`config.mk`:
```
export PLATFORM = sky130hd
export DESIGN_NAME = adcsq_ctrl
export DESIGN_NICKNAME = d
export VERILOG_FILES = /design/src/shared/adcsq_pkg.sv /design/src/hw/adcsq_ctrl.sv /design/src/hw/adcsq_fifo.sv
export SDC_FILE = /design/constraint.sdc
export NUM_CORES = 1
export LEC_CHECK = 0
export BUFFER_PORTS_ARGS = -buffer_cell sky130_fd_sc_hd__buf_2
export CORE_ASPECT_RATIO = 1.1
export CORE_MARGIN = 1
export CORE_UTILIZATION = 40
export CTS_BUF_LIST = sky130_fd_sc_hd__clkbuf_4
export DETAILED_ROUTE_END_ITERATION = 8
export PLACE_DENSITY_LB_ADDON = 0.08
export SLEW_MARGIN = 30
export SYNTH_ARGS = -nofsm -noshare
export SYNTH_HDL_FRONTEND = slang
export SYNTH_SLANG_ARGS = --single-unit
```
`constraint.sdc`:
```
create_clock -name i_core_clk -period 6.35 [get_ports i_core_clk]
set_input_delay 0.9525 -clock i_core_clk [delete_from_list [all_inputs] [get_ports i_core_clk]]
set_output_delay 0.9525 -clock i_core_clk [all_outputs]
set_load 0.05 [all_outputs]
```
`src/shared/adcsq_pkg.sv`:
```
`default_nettype none
package adcsq_pkg;

  // ----------------------------------------------------------------
  // register offsets
  // ----------------------------------------------------------------
  localparam logic [3:0] ADDR_DATA_LO = 4'h0;
  localparam logic [3:0] ADDR_DATA_HI = 4'h1;
  localparam logic [3:0] ADDR_CHAN = 4'h2;
  localparam logic [3:0] ADDR_STATUS = 4'h3;
  localparam logic [3:0] ADDR_CTRL = 4'h4;
  localparam logic [3:0] ADDR_THRESH = 4'h5;
  localparam logic [3:0] ADDR_COUNT = 4'hC;

  // ----------------------------------------------------------------
  // field positions
  // ----------------------------------------------------------------
  localparam int BUSY_BIT = 7;
  localparam int OVF_BIT = 6;
  localparam int SCAN_BIT = 2;
  localparam int IRQEN_BIT = 0;
  localparam int TRIGSEL_BIT = 4;
  localparam int CLEAR_BIT = 0;
  localparam int CHAN_LO_POS = 0;
  localparam int CHAN_HI_POS = 4;
  localparam int THRESH_W = 6;

  // ----------------------------------------------------------------
  // values after reset
  // ----------------------------------------------------------------
  localparam logic [7:0] CHAN_RST = 8'h00;
  localparam logic [7:0] CTRL_RST = 8'h00;
  localparam logic [2:0] STAT_RST = 3'h0;
  localparam logic [5:0] THRESH_RST = 6'h00;

  // ----------------------------------------------------------------
  // fifo sizing, in bytes
  // ----------------------------------------------------------------
  localparam int CNT_W = 7;
  localparam logic [6:0] FIFO_LAST = 7'h5F;
  localparam logic [6:0] FIFO_PUSH_MAX = 7'h5E;
  localparam logic [6:0] FIFO_STEP_PUSH = 7'h02;
  localparam logic [6:0] FIFO_STEP_POP = 7'h01;

  // ----------------------------------------------------------------
  // types
  // ----------------------------------------------------------------
  typedef enum logic [2:0] {
    ST_IDLE = 3'b001,
    ST_START = 3'b010,
    ST_WAIT = 3'b100
  } adcsq_state_t;

  typedef struct packed {
    logic start;
    logic [3:0] channel;
  } adcsq_conv_req_t;

  typedef struct packed {
    logic done;
    logic [15:0] data;
  } adcsq_conv_res_t;

endpackage
`default_nettype wire

```
`src/hw/adcsq_ctrl.sv`:
```
// Contract
// RQ1: push result as low byte, then high
// RQ2: host reads low offset, then high offset
// RQ3: scan converts every channel low to high
// RQ4: single mode: one conversion, advance, idle
// RQ5: irq enabled: interrupt at sample threshold
// RQ6: irq disabled: no interrupt, fifo fills
// RQ7: full fifo: set overflow, drop result
// RQ8: overflow cleared by fifo clear or reset
// RQ9: host sets threshold as scan multiple
// RQ10: irq off: low-offset write triggers conversion
// RQ11: busy high through whole scan
// RQ12: irq on: only selected source triggers
// RQ13: service routine reads threshold samples
// RQ14: threshold, irq enable, scan bit positions
// RQ15: busy bit seven; channel limit nibbles
// RQ16: busy one converting, zero when done
// RQ17: pointer wraps from high to low limit
// RQ18: empty read undefined, no underflow
// RQ19: threshold counts samples; irq is level
// RQ20: reset empties fifo, clears flags, pointer
//
// Added by the designer: strobed register access and the register offsets.
`timescale 1ns/1ps
`default_nettype none
module adcsq_ctrl
  import adcsq_pkg::*;
(
  input wire logic i_core_clk,
  input wire logic i_reset,
  input wire logic [3:0] i_addr,
  input wire logic [7:0] i_wr_data,
  input wire logic i_wr_stb,
  input wire logic i_rd_stb,
  output logic [7:0] o_rd_data,
  input wire logic i_counter_tick,
  input wire logic i_ext_trigger,
  output adcsq_conv_req_t o_conv,
  input wire adcsq_conv_res_t i_conv,
  output logic o_busy,
  output logic o_irq
);

  // ----------------------------------------------------------------
  // state
  // ----------------------------------------------------------------
  adcsq_state_t state;
  logic [7:0] chan_reg;
  logic [2:0] stat_reg;
  logic [7:0] ctrl_reg;
  logic [5:0] thresh;
  logic [3:0] chan_ptr;
  logic scan_run;
  logic fifo_overflow_flag;
  logic ext_meta;
  logic ext_sync;
  logic ext_prev;
  logic [CNT_W-1:0] fifo_bytes;
  logic [7:0] fifo_head;

  // ----------------------------------------------------------------
  // decode
  // ----------------------------------------------------------------
  logic wr_lo;
  logic wr_hi;
  logic wr_chan;
  logic wr_stat;
  logic wr_ctrl;
  logic wr_thresh;
  logic pop;
  logic fifo_clear;
  logic converter_irq_enable;
  logic trigger_source_select;
  logic scan_enable_bit;
  logic [3:0] chan_low;
  logic [3:0] chan_high;
  logic ext_rise;
  logic sw_trig;
  logic hw_trig;
  logic trigger;
  logic conv_done;
  logic last_chan;
  logic fifo_full;
  logic push;
  logic ovf_set;
  logic [5:0] samples;
  logic irq_level;
  logic [3:0] next_ptr;
  logic [7:0] rd_value;

  assign wr_lo = i_wr_stb && (i_addr == ADDR_DATA_LO);
  assign wr_hi = i_wr_stb && (i_addr == ADDR_DATA_HI);
  assign wr_chan = i_wr_stb && (i_addr == ADDR_CHAN);
  assign wr_stat = i_wr_stb && (i_addr == ADDR_STATUS);
  assign wr_ctrl = i_wr_stb && (i_addr == ADDR_CTRL);
  assign wr_thresh = i_wr_stb && (i_addr == ADDR_THRESH);
  assign pop = i_rd_stb
               && ((i_addr == ADDR_DATA_LO) || (i_addr == ADDR_DATA_HI));
  assign fifo_clear = wr_hi && i_wr_data[CLEAR_BIT]; // RQ8

  assign converter_irq_enable = ctrl_reg[IRQEN_BIT]; // RQ14
  assign trigger_source_select = ctrl_reg[TRIGSEL_BIT];
  assign scan_enable_bit = stat_reg[SCAN_BIT]; // RQ14
  assign chan_low = chan_reg[CHAN_LO_POS +: 4]; // RQ15
  assign chan_high = chan_reg[CHAN_HI_POS +: 4]; // RQ15

  // ----------------------------------------------------------------
  // trigger selection
  // ----------------------------------------------------------------
  assign ext_rise = ext_sync && !ext_prev;
  assign sw_trig = wr_lo && !converter_irq_enable; // RQ10
  assign hw_trig = converter_irq_enable
                   && (trigger_source_select ? ext_rise : i_counter_tick); // RQ12
  assign trigger = sw_trig || hw_trig;

  // ----------------------------------------------------------------
  // conversion completion
  // ----------------------------------------------------------------
  assign conv_done = (state == ST_WAIT) && i_conv.done;
  assign last_chan = (chan_ptr == chan_high);
  assign next_ptr = last_chan ? chan_low : chan_ptr + 4'h1; // RQ17
  assign fifo_full = (fifo_bytes > FIFO_PUSH_MAX);
  assign push = conv_done && !fifo_full && !fifo_overflow_flag; // RQ7
  assign ovf_set = conv_done && fifo_full; // RQ7
  assign samples = fifo_bytes[CNT_W-1:1]; // RQ19
  assign irq_level = converter_irq_enable && (samples >= thresh); // RQ5 RQ6

  // ----------------------------------------------------------------
  // read mux
  // ----------------------------------------------------------------
  assign rd_value =
    (i_addr == ADDR_DATA_LO || i_addr == ADDR_DATA_HI) ? fifo_head :
    (i_addr == ADDR_CHAN) ? chan_reg :
    (i_addr == ADDR_STATUS) ? {o_busy, fifo_overflow_flag, 3'h0,
                               stat_reg} : // RQ15
    (i_addr == ADDR_CTRL) ? ctrl_reg :
    (i_addr == ADDR_THRESH) ? {2'h0, thresh} :
    (i_addr == ADDR_COUNT) ? {2'h0, samples} : 8'h00;

  // ----------------------------------------------------------------
  // fifo
  // ----------------------------------------------------------------
  adcsq_fifo u_fifo (
    .i_core_clk(i_core_clk),
    .i_reset(i_reset),
    .i_clear(fifo_clear),
    .i_push(push),
    .i_sample(i_conv.data),
    .i_pop(pop),
    .o_head(fifo_head),
    .o_bytes(fifo_bytes)
  );

  // ----------------------------------------------------------------
  // external trigger synchroniser
  // ----------------------------------------------------------------
  always_ff @(posedge i_core_clk) begin
    if (i_reset) begin
      ext_meta <= 1'b0;
      ext_sync <= 1'b0;
      ext_prev <= 1'b0;
    end else begin
      ext_meta <= i_ext_trigger;
      ext_sync <= ext_meta;
      ext_prev <= ext_sync;
    end
  end

  // ----------------------------------------------------------------
  // register file
  // ----------------------------------------------------------------
  always_ff @(posedge i_core_clk) begin
    if (i_reset) begin
      chan_reg <= CHAN_RST;
      stat_reg <= STAT_RST;
      ctrl_reg <= CTRL_RST;
      thresh <= THRESH_RST;
      o_rd_data <= 8'h00;
    end else begin
      if (wr_chan) begin
        chan_reg <= i_wr_data;
      end
      if (wr_stat) begin
        stat_reg <= i_wr_data[2:0];
      end
      if (wr_ctrl) begin
        ctrl_reg <= i_wr_data;
      end
      if (wr_thresh) begin
        thresh <= i_wr_data[THRESH_W-1:0]; // RQ14
      end
      o_rd_data <= i_rd_stb ? rd_value : 8'h00;
    end
  end

  // ----------------------------------------------------------------
  // overflow flag and interrupt
  // ----------------------------------------------------------------
  always_ff @(posedge i_core_clk) begin
    if (i_reset) begin
      fifo_overflow_flag <= 1'b0; // RQ20
      o_irq <= 1'b0;
    end else begin
      if (ovf_set) begin
        fifo_overflow_flag <= 1'b1; // RQ7
      end else if (fifo_clear) begin
        fifo_overflow_flag <= 1'b0; // RQ8
      end
      o_irq <= irq_level; // RQ19
    end
  end

  // ----------------------------------------------------------------
  // channel pointer
  // ----------------------------------------------------------------
  always_ff @(posedge i_core_clk) begin
    if (i_reset) begin
      chan_ptr <= CHAN_RST[CHAN_LO_POS +: 4]; // RQ20
    end else if (wr_chan) begin
      chan_ptr <= i_wr_data[CHAN_LO_POS +: 4];
    end else if (state == ST_IDLE && trigger && scan_enable_bit) begin
      chan_ptr <= chan_low; // RQ3
    end else if (conv_done) begin
      chan_ptr <= next_ptr; // RQ4 RQ17
    end
  end

  // ----------------------------------------------------------------
  // sequencer
  // ----------------------------------------------------------------
  always_ff @(posedge i_core_clk) begin
    if (i_reset) begin
      state <= ST_IDLE;
      o_busy <= 1'b0; // RQ20
      scan_run <= 1'b0;
      o_conv <= '0;
    end else begin
      o_conv.start <= 1'b0;
      case (state)
        ST_IDLE: begin
          if (trigger) begin
            state <= ST_START;
            o_busy <= 1'b1; // RQ16
            scan_run <= scan_enable_bit;
          end
        end
        ST_START: begin
          o_conv.start <= 1'b1;
          o_conv.channel <= chan_ptr;
          state <= ST_WAIT;
        end
        ST_WAIT: begin
          if (i_conv.done) begin
            if (scan_run && !last_chan) begin
              state <= ST_START; // RQ3 RQ11
            end else begin
              state <= ST_IDLE; // RQ4
              o_busy <= 1'b0; // RQ16
            end
          end
        end
        default: begin
          state <= ST_IDLE;
          o_busy <= 1'b0;
        end
      endcase
    end
  end

  // ----------------------------------------------------------------
  // checks
  // ----------------------------------------------------------------
  a_sw_trigger_start: assert property ( // RQ10
    @(posedge i_core_clk) disable iff (i_reset)
    (sw_trig && state == ST_IDLE) |=> o_busy ##1 (o_conv.start && o_busy))
    else $error("software trigger did not start a conversion");

  a_hw_only_trigger: assert property ( // RQ12
    @(posedge i_core_clk) disable iff (i_reset)
    (state == ST_IDLE && converter_irq_enable && !hw_trig) |=> !o_busy)
    else $error("conversion started without selected trigger");

  a_overflow_set: assert property ( // RQ7
    @(posedge i_core_clk) disable iff (i_reset)
    (ovf_set && !fifo_clear) |=> (fifo_overflow_flag
                 && fifo_bytes == $past(fifo_bytes)
                 - (($past(pop) && $past(fifo_bytes) != 7'h00) ? 7'h01 : 7'h00)))
    else $error("overflow not flagged or fifo changed");

  a_overflow_hold: assert property ( // RQ8
    @(posedge i_core_clk) disable iff (i_reset)
    (fifo_overflow_flag && !fifo_clear) |=> fifo_overflow_flag)
    else $error("overflow dropped without fifo clear");

  a_overflow_clear: assert property ( // RQ8
    @(posedge i_core_clk) disable iff (i_reset)
    (fifo_clear && !ovf_set) |=> (!fifo_overflow_flag && fifo_bytes == 7'h00))
    else $error("fifo clear did not empty fifo");

  a_push_pair: assert property ( // RQ1
    @(posedge i_core_clk) disable iff (i_reset)
    (push && !pop && !fifo_clear) |=> fifo_bytes == $past(fifo_bytes) + 7'h02)
    else $error("sample not stored as two bytes");

  a_irq_off: assert property ( // RQ6
    @(posedge i_core_clk) disable iff (i_reset)
    !converter_irq_enable |=> !o_irq)
    else $error("interrupt raised while disabled");

  a_irq_threshold: assert property ( // RQ5
    @(posedge i_core_clk) disable iff (i_reset)
    (converter_irq_enable && samples >= thresh) |=> o_irq)
    else $error("interrupt missing at threshold");

  a_scan_busy: assert property ( // RQ11
    @(posedge i_core_clk) disable iff (i_reset)
    (conv_done && scan_run && !last_chan) |=> (o_busy && state == ST_START)
      ##1 (o_busy && o_conv.start))
    else $error("scan stopped before last channel");

  a_single_done: assert property ( // RQ4
    @(posedge i_core_clk) disable iff (i_reset)
    (conv_done && !scan_run) |=> (!o_busy && state == ST_IDLE))
    else $error("single conversion did not end");

  a_pointer_wrap: assert property ( // RQ17
    @(posedge i_core_clk) disable iff (i_reset)
    (conv_done && last_chan && !wr_chan) |=> chan_ptr == $past(chan_low))
    else $error("channel pointer did not wrap");

endmodule
`default_nettype wire

```
`src/hw/adcsq_fifo.sv`:
```
`timescale 1ns/1ps
`default_nettype none
module adcsq_fifo
  import adcsq_pkg::*;
(
  input wire logic i_core_clk,
  input wire logic i_reset,
  input wire logic i_clear,
  input wire logic i_push,
  input wire logic [15:0] i_sample,
  input wire logic i_pop,
  output logic [7:0] o_head,
  output logic [CNT_W-1:0] o_bytes
);

  // ----------------------------------------------------------------
  // byte storage and pointers
  // ----------------------------------------------------------------
  logic [7:0] mem [96];
  logic [CNT_W-1:0] wr_ptr;
  logic [CNT_W-1:0] rd_ptr;
  logic [CNT_W-1:0] count;
  logic [CNT_W-1:0] next_count;
  logic [CNT_W-1:0] wr_second;
  logic can_push;
  logic can_pop;

  function automatic logic [CNT_W-1:0] ptr_inc(input logic [CNT_W-1:0] p);
    return (p == FIFO_LAST) ? '0 : p + 7'h01;
  endfunction

  assign can_push = i_push && (count <= FIFO_PUSH_MAX);
  assign can_pop = i_pop && (count != '0); // RQ18
  assign wr_second = ptr_inc(wr_ptr);
  assign next_count = count + (can_push ? FIFO_STEP_PUSH : 7'h00)
                      - (can_pop ? FIFO_STEP_POP : 7'h00);
  assign o_head = mem[rd_ptr];
  assign o_bytes = count;

  // low byte first, high byte next
  always_ff @(posedge i_core_clk) begin
    if (can_push) begin
      mem[wr_ptr] <= i_sample[7:0]; // RQ1
      mem[wr_second] <= i_sample[15:8]; // RQ1
    end
  end

  always_ff @(posedge i_core_clk) begin
    if (i_reset || i_clear) begin // RQ8 RQ20
      wr_ptr <= '0;
      rd_ptr <= '0;
      count <= '0;
    end else begin
      if (can_push) begin
        wr_ptr <= ptr_inc(wr_second);
      end
      if (can_pop) begin
        rd_ptr <= ptr_inc(rd_ptr);
      end
      count <= next_count;
    end
  end

endmodule
`default_nettype wire

```
==> results.sh <==
export IMPL_vias=28500
export IMPL_ant_nets=0
export IMPL_crit_end="u_fifo.mem[12][7]"
export IMPL_dieArea_um2=112000
export IMPL_crit_chain="ha_1, nand2_1, nor3_1, o21ai_1, nor2_2, buf_4, nand2_1, o21ai_1"
export IMPL_initial_core_util_pct=40.4
export IMPL_grt_overflow=0
export IMPL_clock_latency_ps=1210
export IMPL_cts_sinks=848
export IMPL_h_tree_depth=4
export IMPL_placed_cell_area_um2=45900
export IMPL_fin_crit_ps=4490
export IMPL_grt_pass1_vias=29400
export IMPL_final_cell_mix="mux2_2, edfxtp_1, clkbuf_4, mux4_2, nand2_1"
export IMPL_antenna_found_initial=5
export IMPL_hp_class="in2reg"
export IMPL_drv_slew=0
export IMPL_hold_viol=0
export IMPL_grt_max_degree=97
export IMPL_nFillCells=9801
export IMPL_layout_commonest_cell="mux2_2"
export IMPL_ff2ff_path_depth=8
export IMPL_synth_distinct_cells=62
export IMPL_peakVddDrop_v=0.000169
export IMPL_cts_made_buffers=225
export IMPL_die_x_um=319
export IMPL_rows=127
export IMPL_worstMarginPinSlew_ps=1160
export IMPL_reg2reg_from="u_fifo.wr_ptr[0]"
export IMPL_ys_flop_type="edfxtp_1"
export IMPL_slew_headroom_pct=22.7
export IMPL_setup_ws_ps=1860
export IMPL_wl_per_cell_um=32.4
export IMPL_die_h_um=350
export IMPL_critPathSlowestCell="nor3_1"
export IMPL_critical_path_max_stage_delay_ps=670
export IMPL_place_congestion=0.876
export IMPL_cts_setup_buffers=0
export IMPL_layout_nets=3129
export IMPL_cts_root_buf="clkbuf_4"
export IMPL_core_area_um2=109000
export IMPL_synthArstFlopShare_pct=0
export IMPL_skew_ps=76.5
export IMPL_synthCells=2980
export IMPL_r2r_end="u_fifo.mem[12][7]"
export IMPL_required_ps=7110
export IMPL_finalSetupViolations=0
export IMPL_layoutNonFillerInstCount=4675
export IMPL_vias_per_cell=6.09
export IMPL_area_delta_synth_final_pct=11.1
export IMPL_finalCritPeriodShare_pct=70.6
export IMPL_final_area_um2=49000
export IMPL_ios=50
export IMPL_synth_edf_count=768
export IMPL_cp_arrival_ps=5240
export IMPL_ff2ff_setup_slack_ps=1860
export IMPL_drt_iter0_drc=2839
export IMPL_grt_pass1_wl_um=217000
export IMPL_remaining_drc_errors=0
export IMPL_synth_net_count=3039
export IMPL_mappedNetlistArea_um2=44100
export IMPL_path_class="reg2reg"
export IMPL_ys_seq_elements=848
export IMPL_cts_tree="yes"
export IMPL_status="finished clean"
export IMPL_dpl_hpwl_um=93400
export IMPL_crit_path_end_kind="flop"
export IMPL_routed_wl_um=151000
export IMPL_drive_gt1_share_pct=47.5
export IMPL_finalSetupTns_ps=0
export IMPL_clk_path_buf_depth=3
export IMPL_yosysWarnings=0
export IMPL_top_register="u_fifo.mem"
export IMPL_ys_seq_area_share_pct=56.0
export IMPL_gr_usage_all_layers_pct=27.2
export IMPL_startpoint_type="flop"
export IMPL_power_leakage_nw=15.6
export IMPL_largest_register_ffs=768
export IMPL_syn_area_per_cell_um2=14.8
export IMPL_dr_pass1_iters=7
export IMPL_power_density_nw_per_um2=247
export IMPL_crit_path_max_fanout=13
export IMPL_fmax_mhz=223
export IMPL_cts_clk_slew_worst_paths_ps=70
export IMPL_post_place_cells=4255
export IMPL_port_buffers=49
export IMPL_startpoint="u_fifo.wr_ptr[0]"
export IMPL_pre_cts_slack_ps=1440
export IMPL_rsz0062_at_grt="false"
export IMPL_maxCapViolCount=0
[synthesized netlist by cell type (4+ instances only)]
cell type  instances  area share, %
nor2b_1           22           0.31
nor2_1            84           0.72
xnor2_1           15           0.30
a221oi_1           9           0.18
o21bai_1           8           0.14
a31oi_1           14           0.20
a21boi_0           4          0.068
nand3_1           28           0.32
o22ai_1           63           0.89
a2111oi_0         14           0.28
a21o_1             6           0.10
a211oi_1           7           0.12
buf_2             26           0.30
dfxtp_1           80            3.6
nand4_1            6          0.085
inv_1             21           0.18
nand2b_1          21           0.30
or2_2              9           0.13
mux2i_1           76            1.7
nor2_2            42           0.60
ha_1              23           0.65
nand2_1          141            1.2
a221o_1            4          0.091
mux2_2           782             20
buf_1             25           0.21
a22oi_1           31           0.53
and3_1             9           0.13
and2_1            13           0.18
edfxtp_1         768             52
o21ai_0           77           0.87
mux4_2           181            9.2
xor2_1             8           0.16
or3_1              8           0.11
nor3_1            22           0.25
clkbuf_1         233            2.0
a21oi_1           53           0.60
[cell families after synthesis]
kind of cell / Yosys count / synth area share [%]
xor gates and xnor gates: 23 / 0.457
AOI/OAI and AO/OA: 313 / 4.50
buffers and inverters: 308 / 2.72
adders and majority gates: 24 / 0.698
muxes: 1039 / 31.0
DFF: 848 / 56.0
and+or+nand+nor: 425 / 4.71
[report_power, final]
part | internal [mW] | switching [mW]
clock | 2.65 | 2.44
sequential | 6.09 | 0.0348
combinational | 0.363 | 0.504
[how the worst min path moves through the flow]
stage,from,endpoint,slack (ps),depth (start not counted)
global placement,ext_meta,ext_sync,420,1
CTS,i_wr_data[1],chan_ptr[1],3,3
global route,i_wr_data[1],chan_ptr[1],70,3
floorplan,ext_meta,ext_sync,410,1
finish,i_wr_data[2],ctrl_reg[2],130,3
detailed placement,ext_meta,ext_sync,430,1
[final cells by class]
type,count,area [um^2],share of cell area (%)
well taps,1419,1780,3.63
inverters,21,78.8,0.161
flip-flops and latches,848,24700,50.4
clock buffers,336,2520,5.15
repair buffers,150,1100,2.24
diodes,5,12.5,0.0256
clock inverters,72,445,0.910
multi-input cells,1824,18400,37.5
[routing by layer]
layer / track usage, % / wire [um] / up-vias
met3: 5.22 / 9380 / 261
met1: 35.4 / 63500 / 15000
met2: 44.6 / 72800 / 1195
li1: - / - / 12000
met5: 0 / 142 / -
met4: 11.2 / 5560 / 2
[worst max-delay path, delay by kind of cell (launching register included)]
kind                       cells  cell delay (ps)
AOI/OAI and AO/OA              2              960
adders and majority gates      1              490
buffers and inverters          1              280
DFF                            1              570
and+or+nand+nor                4             1740
[metrics by stage]
step                      hold WS [ps]  power (mW)  util (%)
final                              134        12.1      44.9
after global routing              66.8        12.5      44.8
after CTS                         2.61        12.2      44.8
after detailed placement           427        7.11      42.0
after global placement             422        7.09      42.0
after floorplan                    414        6.81         -
[timing repair]
item,4_1_cts,5_1_grt
gates resized for setup,0,0
hold endpoints to repair,9,0
hold buffers,5,0
Note: power is estimated with default switching activity, not from simulation.
